$ cat src/hdl/rtc_pkg.sv
// Shared constants, types and access masks of the clock/calendar register bank
package rtc_pkg;

	// Map geometry
	localparam int RTC_AW = 5;
	localparam int RTC_DW = 8;
	localparam logic [4:0] RTC_ADDR_FIRST = 5'h00;
	localparam logic [4:0] RTC_ADDR_LAST = 5'h1f;

	// Register offsets
	localparam logic [4:0] RTC_A_TIME_SECONDS = 5'h00;
	localparam logic [4:0] RTC_A_TIME_MINUTES = 5'h01;
	localparam logic [4:0] RTC_A_TIME_HOURS = 5'h02;
	localparam logic [4:0] RTC_A_WEEKDAY_PWR = 5'h03;
	localparam logic [4:0] RTC_A_CAL_DAY = 5'h04;
	localparam logic [4:0] RTC_A_CAL_MONTH = 5'h05;
	localparam logic [4:0] RTC_A_CAL_YEAR = 5'h06;
	localparam logic [4:0] RTC_A_OUT_CLK_CFG = 5'h07;
	localparam logic [4:0] RTC_A_DIGITAL_TRIM = 5'h08;
	localparam logic [4:0] RTC_A_UNLOCK_PORT = 5'h09;
	localparam logic [4:0] RTC_A_ALM0_SECONDS = 5'h0a;
	localparam logic [4:0] RTC_A_ALM0_MINUTES = 5'h0b;
	localparam logic [4:0] RTC_A_ALM0_HOURS = 5'h0c;
	localparam logic [4:0] RTC_A_ALM0_WKDAY = 5'h0d;
	localparam logic [4:0] RTC_A_ALM0_DAY = 5'h0e;
	localparam logic [4:0] RTC_A_ALM0_MONTH = 5'h0f;
	localparam logic [4:0] RTC_A_GAP_A = 5'h10;
	localparam logic [4:0] RTC_A_ALM1_SECONDS = 5'h11;
	localparam logic [4:0] RTC_A_ALM1_MINUTES = 5'h12;
	localparam logic [4:0] RTC_A_ALM1_HOURS = 5'h13;
	localparam logic [4:0] RTC_A_ALM1_WKDAY = 5'h14;
	localparam logic [4:0] RTC_A_ALM1_DAY = 5'h15;
	localparam logic [4:0] RTC_A_ALM1_MONTH = 5'h16;
	localparam logic [4:0] RTC_A_GAP_B = 5'h17;
	localparam logic [4:0] RTC_A_STAMP_FIRST = 5'h18;

	// Field positions
	localparam int RTC_B_OSC_START = 7;
	localparam int RTC_B_HOUR_FMT = 6;
	localparam int RTC_B_OSC_RUNNING = 5;
	localparam int RTC_B_EXT_CLK_SEL = 3;
	localparam int RTC_B_ALM_POL = 7;

	// Reset value of all stored bits
	localparam logic [7:0] RTC_RESET_BYTE = 8'h00;

	// Oscillator monitor
	localparam logic [4:0] RTC_OSC_START_EDGES = 5'h1f;
	localparam int RTC_CLK_PERIOD_NS = 8;
	localparam int RTC_OSC_FAIL_TIME_NS = 1000000;
	localparam int RTC_OSC_FAIL_CYC = RTC_OSC_FAIL_TIME_NS / RTC_CLK_PERIOD_NS;

	// Oscillator monitor states, Gray along off -> start -> run
	typedef enum logic [1:0] {
		RTC_OSC_OFF = 2'b00,
		RTC_OSC_START = 2'b01,
		RTC_OSC_RUN = 2'b11
	} rtc_osc_state_t;

	// Register access request
	typedef struct packed {
		logic rd;
		logic wr;
		logic [4:0] addr;
		logic [7:0] wdata;
	} rtc_req_t;

	// Power-fail stamp bytes, in reverse map order (dn_minutes at 18h, up_month_wday at 1Fh)
	typedef struct packed {
		logic [7:0] up_month_wday;
		logic [7:0] up_day;
		logic [7:0] up_hours;
		logic [7:0] up_minutes;
		logic [7:0] dn_month_wday;
		logic [7:0] dn_day;
		logic [7:0] dn_hours;
		logic [7:0] dn_minutes;
	} rtc_stamp_t;

	// Bits that host writes store
	function automatic logic [7:0] rtc_wmask(input logic [4:0] a);
		case (a)
			5'h00, 5'h06, 5'h07, 5'h08, 5'h0d: rtc_wmask = 8'hff;
			5'h01, 5'h02, 5'h0a, 5'h0b, 5'h11, 5'h12, 5'h14: rtc_wmask = 8'h7f;
			5'h03, 5'h0f, 5'h16: rtc_wmask = 8'h1f;
			5'h04, 5'h05, 5'h0c, 5'h0e, 5'h13, 5'h15: rtc_wmask = 8'h3f;
			default: rtc_wmask = 8'h00;
		endcase
	endfunction

	// Bits that read back as anything but zero
	function automatic logic [7:0] rtc_rmask(input logic [4:0] a);
		case (a)
			5'h00, 5'h06, 5'h07, 5'h08, 5'h0d, 5'h14, 5'h1b, 5'h1f: rtc_rmask = 8'hff;
			5'h01, 5'h02, 5'h0a, 5'h0b, 5'h0c, 5'h11, 5'h12, 5'h13: rtc_rmask = 8'h7f;
			5'h18, 5'h19, 5'h1c, 5'h1d: rtc_rmask = 8'h7f;
			5'h03, 5'h04, 5'h05, 5'h0e, 5'h15, 5'h1a, 5'h1e: rtc_rmask = 8'h3f;
			5'h0f, 5'h16: rtc_rmask = 8'h1f;
			default: rtc_rmask = 8'h00;
		endcase
	endfunction

endpackage

$ cat src/hdl/rtc_regbank.sv
// Clock/calendar register bank with oscillator source select and run monitor
//
// Overview of operation
// - The clock, control, trim, unlock, alarm and stamp registers form one byte map at 00h-1Fh.
// - Unimplemented bit positions hold no storage and writes to them do nothing.
// - The hour-format bit of each alarm hour register is read-only and mirrors the time hours one.
// - The polarity bit of the second alarm weekday register is read-only and mirrors the first.
// - The crystal amplifier runs only while the start bit is one, which the host sets.
// - The time source is either the crystal oscillator or an external clock on the crystal input.
// - Unimplemented bits always read as zero.
// - The external select enables the clock input, the start bit the crystal; host stops first.
// - The running flag sets after 32 source cycles and clears after the failure timeout.
`timescale 1ns/1ps
`default_nettype none
module rtc_regbank
	import rtc_pkg::*;
#(
	parameter int OSC_FAIL_CYC = RTC_OSC_FAIL_CYC
) (
	input wire logic ref_clk_i,
	input wire logic sys_rst_i,
	input wire rtc_req_t req_i,
	input wire rtc_stamp_t stamp_i,
	input wire logic crystal_in_pin_i,
	output logic [7:0] rd_data_o,
	output logic rd_valid_o,
	output logic unlock_strobe_o,
	output logic [7:0] unlock_data_o,
	output logic crystal_amp_en_o,
	output logic ext_clk_en_o,
	output logic oscillator_running_flag_o
);

	localparam int FW = $clog2(OSC_FAIL_CYC + 1);

	if (OSC_FAIL_CYC < 2) begin : g_chk
		$error("rtc_regbank: OSC_FAIL_CYC must be at least 2");
	end

	logic oscillator_start_bit_reg;
	logic external_clock_select_reg;
	logic hour_fmt_reg;
	logic alarm_output_polarity_reg;
	logic mem_we;
	logic [7:0] mem_q;
	logic rd_d1_reg;
	logic [4:0] rd_addr_d1_reg;
	logic [4:0] rd_addr_d2_reg;
	logic [7:0] rd_byte;
	logic xin_d_reg;
	logic xin_rise;
	logic src_en;
	logic [4:0] edge_cnt_reg;
	logic [FW-1:0] idle_cnt_reg;
	logic idle_timeout;
	rtc_osc_state_t osc_state_reg;
	rtc_osc_state_t osc_state_next;

	// Only the writable map is stored; stamps and unlock port take no write
	assign mem_we = req_i.wr && (rtc_wmask(req_i.addr) != 8'h00);

	rtc_regmem #(
		.AW(RTC_AW),
		.DW(RTC_DW)
	) u_mem (
		.ref_clk_i(ref_clk_i),
		.sys_rst_i(sys_rst_i),
		.we_i(mem_we),
		.waddr_i(req_i.addr),
		.wdata_i(req_i.wdata & rtc_wmask(req_i.addr)),
		.raddr_i(req_i.addr),
		.rdata_o(mem_q)
	);

	// Live copies of bits that other logic or aliases need
	always_ff @(posedge ref_clk_i) begin
		if (sys_rst_i) begin
			oscillator_start_bit_reg <= 1'b0;
			external_clock_select_reg <= 1'b0;
			hour_fmt_reg <= 1'b0;
			alarm_output_polarity_reg <= 1'b0;
		end else if (req_i.wr) begin
			case (req_i.addr)
				RTC_A_TIME_SECONDS: oscillator_start_bit_reg <= req_i.wdata[RTC_B_OSC_START];
				RTC_A_OUT_CLK_CFG: external_clock_select_reg <= req_i.wdata[RTC_B_EXT_CLK_SEL];
				RTC_A_TIME_HOURS: hour_fmt_reg <= req_i.wdata[RTC_B_HOUR_FMT];
				RTC_A_ALM0_WKDAY: alarm_output_polarity_reg <= req_i.wdata[RTC_B_ALM_POL];
				default: ;
			endcase
		end
	end

	// Unlock port is not stored; each write is passed on as a strobe
	always_ff @(posedge ref_clk_i) begin
		if (sys_rst_i) begin
			unlock_strobe_o <= 1'b0;
			unlock_data_o <= RTC_RESET_BYTE;
		end else begin
			unlock_strobe_o <= req_i.wr && (req_i.addr == RTC_A_UNLOCK_PORT);
			if (req_i.wr && (req_i.addr == RTC_A_UNLOCK_PORT)) begin
				unlock_data_o <= req_i.wdata;
			end
		end
	end

	// Read pipeline: memory stage, then overlay stage
	always_ff @(posedge ref_clk_i) begin
		if (sys_rst_i) begin
			rd_d1_reg <= 1'b0;
			rd_addr_d1_reg <= RTC_ADDR_FIRST;
			rd_addr_d2_reg <= RTC_ADDR_FIRST;
		end else begin
			rd_d1_reg <= req_i.rd;
			rd_addr_d1_reg <= req_i.addr;
			rd_addr_d2_reg <= rd_addr_d1_reg;
		end
	end

	// Compose the read byte from storage, stamps and mirrored bits
	always_comb begin
		rd_byte = mem_q;
		if (rd_addr_d1_reg >= RTC_A_STAMP_FIRST) begin
			rd_byte = stamp_i[8*3'(rd_addr_d1_reg - RTC_A_STAMP_FIRST) +: 8];
		end
		case (rd_addr_d1_reg)
			RTC_A_WEEKDAY_PWR: rd_byte[RTC_B_OSC_RUNNING] = oscillator_running_flag_o;
			RTC_A_ALM0_HOURS, RTC_A_ALM1_HOURS: rd_byte[RTC_B_HOUR_FMT] = hour_fmt_reg;
			RTC_A_ALM1_WKDAY: rd_byte[RTC_B_ALM_POL] = alarm_output_polarity_reg;
			default: ;
		endcase
		rd_byte = rd_byte & rtc_rmask(rd_addr_d1_reg);
	end

	always_ff @(posedge ref_clk_i) begin
		if (sys_rst_i) begin
			rd_data_o <= RTC_RESET_BYTE;
			rd_valid_o <= 1'b0;
		end else begin
			rd_valid_o <= rd_d1_reg;
			rd_data_o <= rd_d1_reg ? rd_byte : RTC_RESET_BYTE;
		end
	end

	// Source enables: crystal needs start bit and no external select
	always_ff @(posedge ref_clk_i) begin
		if (sys_rst_i) begin
			crystal_amp_en_o <= 1'b0;
			ext_clk_en_o <= 1'b0;
		end else begin
			crystal_amp_en_o <= oscillator_start_bit_reg && !external_clock_select_reg;
			ext_clk_en_o <= external_clock_select_reg;
		end
	end

	// Input is taken as synchronous, so one flop suffices for the edge
	always_ff @(posedge ref_clk_i) begin
		if (sys_rst_i) begin
			xin_d_reg <= 1'b0;
		end else begin
			xin_d_reg <= crystal_in_pin_i;
		end
	end

	assign src_en = crystal_amp_en_o || ext_clk_en_o;
	assign xin_rise = src_en && crystal_in_pin_i && !xin_d_reg;
	assign idle_timeout = (idle_cnt_reg == FW'(OSC_FAIL_CYC));

	// Silence counter; a disabled source is simply never seen again
	always_ff @(posedge ref_clk_i) begin
		if (sys_rst_i) begin
			idle_cnt_reg <= '0;
		end else if (xin_rise || osc_state_reg == RTC_OSC_OFF) begin
			idle_cnt_reg <= '0;
		end else if (!idle_timeout) begin
			idle_cnt_reg <= idle_cnt_reg + FW'(1);
		end
	end

	// Start-up edge counter
	always_ff @(posedge ref_clk_i) begin
		if (sys_rst_i) begin
			edge_cnt_reg <= 5'h00;
		end else if (idle_timeout || osc_state_next != RTC_OSC_START) begin
			edge_cnt_reg <= 5'h00;
		end else if (xin_rise) begin
			edge_cnt_reg <= edge_cnt_reg + 5'h01;
		end
	end

	// Monitor state machine
	always_comb begin
		osc_state_next = osc_state_reg;
		case (osc_state_reg)
			RTC_OSC_OFF: begin
				if (xin_rise) begin
					osc_state_next = RTC_OSC_START;
				end
			end
			RTC_OSC_START: begin
				if (idle_timeout) begin
					osc_state_next = RTC_OSC_OFF;
				end else if (xin_rise && edge_cnt_reg == RTC_OSC_START_EDGES) begin
					osc_state_next = RTC_OSC_RUN;
				end
			end
			RTC_OSC_RUN: begin
				if (idle_timeout) begin
					osc_state_next = RTC_OSC_OFF;
				end
			end
			default: osc_state_next = RTC_OSC_OFF;
		endcase
	end

	always_ff @(posedge ref_clk_i) begin
		if (sys_rst_i) begin
			osc_state_reg <= RTC_OSC_OFF;
			oscillator_running_flag_o <= 1'b0;
		end else begin
			osc_state_reg <= osc_state_next;
			oscillator_running_flag_o <= (osc_state_next == RTC_OSC_RUN);
		end
	end

	// Checks
	property p_read_latency;
		@(posedge ref_clk_i) disable iff (sys_rst_i) req_i.rd |-> ##2 rd_valid_o;
	endproperty
	a_read_latency: assert property (p_read_latency) else $error("read answer late");

	property p_unimpl_zero;
		@(posedge ref_clk_i) disable iff (sys_rst_i)
			rd_valid_o |-> ((rd_data_o & ~rtc_rmask(rd_addr_d2_reg)) == 8'h00);
	endproperty
	a_unimpl_zero: assert property (p_unimpl_zero) else $error("unimplemented bit read one");

	property p_gap_zero;
		@(posedge ref_clk_i) disable iff (sys_rst_i)
			req_i.rd && (req_i.addr == RTC_A_GAP_A || req_i.addr == RTC_A_GAP_B)
			|-> ##2 rd_data_o == 8'h00;
	endproperty
	a_gap_zero: assert property (p_gap_zero) else $error("gap address read nonzero");

	// Looks at raw storage, before the read mask could hide a stored bit
	property p_no_store;
		@(posedge ref_clk_i) disable iff (sys_rst_i)
			rd_d1_reg && rd_addr_d1_reg == RTC_A_ALM0_MONTH |-> mem_q[7:5] == 3'h0;
	endproperty
	a_no_store: assert property (p_no_store) else $error("unimplemented bit stored");

	property p_fmt_mirror;
		@(posedge ref_clk_i) disable iff (sys_rst_i)
			rd_valid_o && (rd_addr_d2_reg == RTC_A_ALM0_HOURS || rd_addr_d2_reg == RTC_A_ALM1_HOURS)
			|-> rd_data_o[RTC_B_HOUR_FMT] == $past(hour_fmt_reg);
	endproperty
	a_fmt_mirror: assert property (p_fmt_mirror) else $error("alarm hour format not mirrored");

	property p_pol_mirror;
		@(posedge ref_clk_i) disable iff (sys_rst_i)
			rd_valid_o && rd_addr_d2_reg == RTC_A_ALM1_WKDAY
			|-> rd_data_o[RTC_B_ALM_POL] == $past(alarm_output_polarity_reg);
	endproperty
	a_pol_mirror: assert property (p_pol_mirror) else $error("alarm polarity not mirrored");

	property p_xtal_needs_start;
		@(posedge ref_clk_i) disable iff (sys_rst_i)
			!oscillator_start_bit_reg |=> !crystal_amp_en_o;
	endproperty
	a_xtal_needs_start: assert property (p_xtal_needs_start) else $error("crystal on without start");

	property p_one_source;
		@(posedge ref_clk_i) disable iff (sys_rst_i)
			!(crystal_amp_en_o && ext_clk_en_o) && (ext_clk_en_o == $past(external_clock_select_reg));
	endproperty
	a_one_source: assert property (p_one_source) else $error("clock source select wrong");

	property p_disabled_no_count;
		@(posedge ref_clk_i) disable iff (sys_rst_i)
			!src_en && crystal_in_pin_i && !xin_d_reg |=> $stable(edge_cnt_reg) || edge_cnt_reg == 5'h00;
	endproperty
	a_disabled_no_count: assert property (p_disabled_no_count) else $error("disabled source counted");

	property p_run_after_32;
		@(posedge ref_clk_i) disable iff (sys_rst_i)
			$rose(oscillator_running_flag_o) |-> $past(edge_cnt_reg) == RTC_OSC_START_EDGES && $past(xin_rise);
	endproperty
	a_run_after_32: assert property (p_run_after_32) else $error("running set early");

	property p_fail_clears;
		@(posedge ref_clk_i) disable iff (sys_rst_i) idle_timeout |=> !oscillator_running_flag_o;
	endproperty
	a_fail_clears: assert property (p_fail_clears) else $error("running not cleared");

	c_run_rise: cover property (@(posedge ref_clk_i) disable iff (sys_rst_i) $rose(oscillator_running_flag_o));
	c_run_fall: cover property (@(posedge ref_clk_i) disable iff (sys_rst_i) $fell(oscillator_running_flag_o));
	c_alm_hour_read: cover property (@(posedge ref_clk_i) disable iff (sys_rst_i)
		rd_valid_o && rd_addr_d2_reg == RTC_A_ALM1_HOURS && rd_data_o[RTC_B_HOUR_FMT]);
	c_unlock: cover property (@(posedge ref_clk_i) disable iff (sys_rst_i) unlock_strobe_o);

endmodule
`default_nettype wire

$ cat src/hdl/rtc_regmem.sv
// Byte storage for the writable part of the register map, registered read
`timescale 1ns/1ps
`default_nettype none
module rtc_regmem #(
	parameter int AW = 5,
	parameter int DW = 8
) (
	input wire logic ref_clk_i,
	input wire logic sys_rst_i,
	input wire logic we_i,
	input wire logic [AW-1:0] waddr_i,
	input wire logic [DW-1:0] wdata_i,
	input wire logic [AW-1:0] raddr_i,
	output logic [DW-1:0] rdata_o
);

	logic [DW-1:0] mem_reg [2**AW];

	if (AW < 1 || DW < 1) begin : g_chk
		$error("rtc_regmem: AW and DW must be at least 1");
	end

	// Storage cleared on reset so every stored bit starts at zero
	always_ff @(posedge ref_clk_i) begin
		if (sys_rst_i) begin
			for (int i = 0; i < 2**AW; i++) begin
				mem_reg[i] <= '0;
			end
		end else if (we_i) begin
			mem_reg[waddr_i] <= wdata_i;
		end
	end

	// Read every cycle; old data on a same-address write
	always_ff @(posedge ref_clk_i) begin
		if (sys_rst_i) begin
			rdata_o <= '0;
		end else begin
			rdata_o <= mem_reg[raddr_i];
		end
	end

endmodule
`default_nettype wire

$ cat config.mk
export PLATFORM = sky130hd
export DESIGN_NAME = rtc_regbank
export DESIGN_NICKNAME = d
export VERILOG_FILES = /design/src/hdl/rtc_pkg.sv /design/src/hdl/rtc_regbank.sv /design/src/hdl/rtc_regmem.sv
export SDC_FILE = /design/constraint.sdc
export NUM_CORES = 1
export LEC_CHECK = 0
export BUFFER_PORTS_ARGS = -buffer_cell sky130_fd_sc_hd__buf_2
export CORE_MARGIN = 2
export CORE_UTILIZATION = 35
export CTS_CLUSTER_DIAMETER = 40
export DETAILED_ROUTE_END_ITERATION = 16
export GPL_TIMING_DRIVEN = 0
export PLACE_DENSITY_LB_ADDON = 0.05
export SLEW_MARGIN = 10
export SYNTH_ARGS = -nofsm -noshare
export SYNTH_HDL_FRONTEND = slang
export SYNTH_SLANG_ARGS = --single-unit
$ cat constraint.sdc
create_clock -name ref_clk_i -period 3.3 [get_ports ref_clk_i]
set_input_delay 0.495 -clock ref_clk_i [delete_from_list [all_inputs] [get_ports ref_clk_i]]
set_output_delay 0.495 -clock ref_clk_i [all_outputs]
set_load 0.005 [all_outputs]
==> impl_metrics.py <==
metrics = {
    "run_status": {
        "status": "finished clean",
    },
    "yosys": {
        "synth_compound_area_frac": 0.0673,
        "ys.flop_type": "edfxtp_1",
        "synth_area_sq_mm": 0.0146,
        "synth_xor_area_frac": 0.0114,
        "yosys.area_share.simple": 0.124,
        "syn_inst": 1128,
        "synthMuxAreaShare": 0.136,
        "synth_top_family_by_area": "multiplexers",
        "postSynthAreaPerCell_sq_um": 12.9,
        "ys_seq_area_frac": 0.622,
        "yosysUniqueCellTypes": 64,
        "yosys_warnings": 0,
        "synth_fa_ha_area_frac": 0.00860,
        "synth_seq_cells": 324,
        "synth_edf_count": 256,
        "async_flop_share": 0,
    },
    "global_route": {
        "grtUsageTotal": 0.200,
        "grt_pass1_vias": 9757,
        "grt_pass1_wl_mm": 63.8,
        "grt_max_degree": 14,
        "grt_overflow_total": 0,
        "antenna_found_initial": 0,
    },
    "setup_path": {
        "worstSetupEndpoint": "u_mem.mem_reg[21][5]",
        "worstSetupStartpoint": "req_i[9]",
        "regToRegSetupSlack_ps": 1280,
        "worstPathArrival_ps": 3280,
        "endpoint_kind": "flop",
        "crit_type": "in -> reg",
        "critical_path.max_fanout": 10,
        "reg2reg_depth": 3,
        "cp_data_required_time_ps": 3520,
        "startpoint_type": "primary input",
        "r2r-end": "u_mem.rdata_o[5]",
        "r2r_start": "u_mem.mem_reg[3][5]",
    },
    "clock_tree": {
        "cts.repair.resized": 1,
        "root_buffer": "clkbuf_16",
        "cts_tree": "done",
        "insertion_delay_ps": 590,
        "post_cts_buffers": 0,
        "cts-hold-fix-buffers": 0,
        "cts_sinks": 324,
        "htree_levels": 2,
        "cts_buffers": 54,
        "clkTransAtPathRegs_ps": 50,
        "clock_path_buffers": 3,
    },
    "drt": {
        "drc": 0,
        "antenna_left": 0,
        "wl_mm": 43.0,
        "drtIter0Drc": 718,
        "vias_per_cell": 5.00,
        "vias": 9736,
        "first_pass_iters": 7,
        "wl_per_cell_microns": 22.1,
    },
    "die": {
        "die_w_microns": 208,
        "start_util": 0.356,
        "core_area_sq_mm": 0.0409,
        "num_io_pins": 103,
        "die_y_microns": 208,
        "dieArea_sq_mm": 0.0432,
        "num_rows": 74,
    },
    "layout": {
        "final_nets": 1461,
        "drive_above_1_share": 0.240,
        "final_cell_mix": "256 x edfxtp_1, 205 x nor2_1, 133 x buf_2",
        "diodes": 0,
        "multiInputGateArea_sq_mm": 0.00540,
        "area_delta_synth_final_pct": 22.9,
        "regArea_sq_mm": 0.00905,
        "final_common_cell": "edfxtp_1",
        "stdcell_area_sq_mm": 0.0179,
        "largest_register_ffs": 256,
        "fill_cells": 3872,
    },
    "pwr": {
        "leakage_uw": 0.00655,
        "powerDensity_mw_per_mm2": 624,
        "peakVddDrop_uv": 419,
    },
    "placed_design": {
        "place_area_sq_mm": 0.0160,
        "place_congestion": 0.879,
        "preCtsSetupSlack_ps": -905,
        "io_buffers": 99,
        "hpwl_mm": 30.6,
    },
    "sta": {
        "setup_viol_count_final": 0,
        "slew_violations": 0,
        "max_freq_mhz": 326,
        "fin_crit_sh": 0.929,
        "hold_violations": 0,
        "skew_ps": 14.9,
        "fin_ws_ps": 236,
        "min_period_ps": 3060,
        "rsz0062_at_grt": "no",
        "max-slew-margin-rel": 0.370,
        "worst_pin_slew_ps": 943,
    },
    "worst_hold_path": {
        "hold_path.class": "in -> reg",
    },
    "job": {
        "cap_violations": 0,
    },
}
## cell type report
type	instances	share of cell area
buffer	82	0.0236
tap	532	0.0372
clock buffer	60	0.0804
timing repair buffer	99	0.0277
inverter	6	0.00126
sequential	324	0.506
clock inverter	42	0.0225
multi-input combinational	802	0.302
## worst max-delay path: stages
cell       delay [ps]
buf_2             130
buf_2             210
buf_2             240
inv_1             230
ha_1              180
buf_2             210
mux2i_1           110
a211oi_1          600
nand4bb_1         210
buf_4             180
a41o_1            460
## cells in the mapped netlist, drive strengths merged, types with 2 or more instances
library cell	number	share of area
inv	6	0.0015
mux2i	62	0.043
edfxtp	256	0.53
nand4	6	0.0026
a21oi	40	0.014
dfxtp	68	0.094
o21bai	8	0.0041
nand2b	15	0.0064
or3	4	0.0017
nand3	15	0.0052
a221oi	6	0.0036
nor4b	6	0.0057
nand2	84	0.022
xor2	11	0.0066
mux2	43	0.033
a41oi	8	0.0048
a31o	3	0.0018
a41o	9	0.0062
mux4	38	0.060
and4	2	0.0012
and3	8	0.0034
nor3b	2	0.0014
o22ai	19	0.0082
a21boi	5	0.0026
clkbuf	35	0.0090
xnor2	8	0.0048
or2	4	0.0017
ha	10	0.0086
nor2b	13	0.0058
and2	13	0.0056
o21ai	27	0.0093
nor3	9	0.0042
a211oi	10	0.0052
buf	47	0.020
nor2	206	0.053
a22oi	8	0.0041
## report_power, final
part / switching (uW) / total, uW / internal (uW)
logic: 523 / 827 / 304
clock network: 2130 / 5650 / 3520
registers: 58.0 / 4700 / 4640
total: 2710 / 11200 / 8460
## cells by family (layout without fill, tap and decap cells)
kind of cell,after synthesis,after routing
and+or+nand+nor,394,394
DFF,324,324
AOI/OAI and AO/OA,149,149
muxes,143,143
buffers and inverters,88,289
xor gates and xnor gates,19,19
adders and majority gates,10,10
other,1,87
## how the worst min path moves through the flow
stage	start	endpoint	slack (ps)	depth (start not counted)
2_1_floorplan	flop	rd_data_o[7]	400	2
5_1_grt	req_i[14]	rd_d1_reg	170	2
3_3_place_gp	flop	rd_data_o[7]	430	2
3_5_place_dp	flop	rd_data_o[7]	420	2
4_1_cts	req_i[14]	rd_d1_reg	100	2
6_report	req_i[14]	rd_d1_reg	130	2
## per-stage QoR
step | setup TNS [ps] | cells | util | power, uW | hold WS, ps
after floorplan | 0 | 1214 | - | 5260 | 397
after global placement | -133430 | 1845 | 0.392 | 5610 | 427
after detailed placement | -122450 | 1845 | 0.392 | 5610 | 424
after CTS | 0 | 1947 | 0.437 | 11300 | 99.4
after global routing | 0 | 1947 | 0.437 | 11600 | 170
final | 0 | 1947 | 0.437 | 11200 | 126
## routing by layer
| metal | wire (microns) | GRT usage | share of wire | up-vias |
|---|---|---|---|---|
| met5 | 0 | 0 | 0 | - |
| li1 | - | - | - | 4586 |
| met2 | 19000 | 0.302 | 0.44 | 311 |
| met1 | 20200 | 0.288 | 0.47 | 4769 |
| met4 | 1240 | 0.0702 | 0.029 | 0 |
| met3 | 2480 | 0.0379 | 0.058 | 70 |
Power figures use the tool's default switching activity.
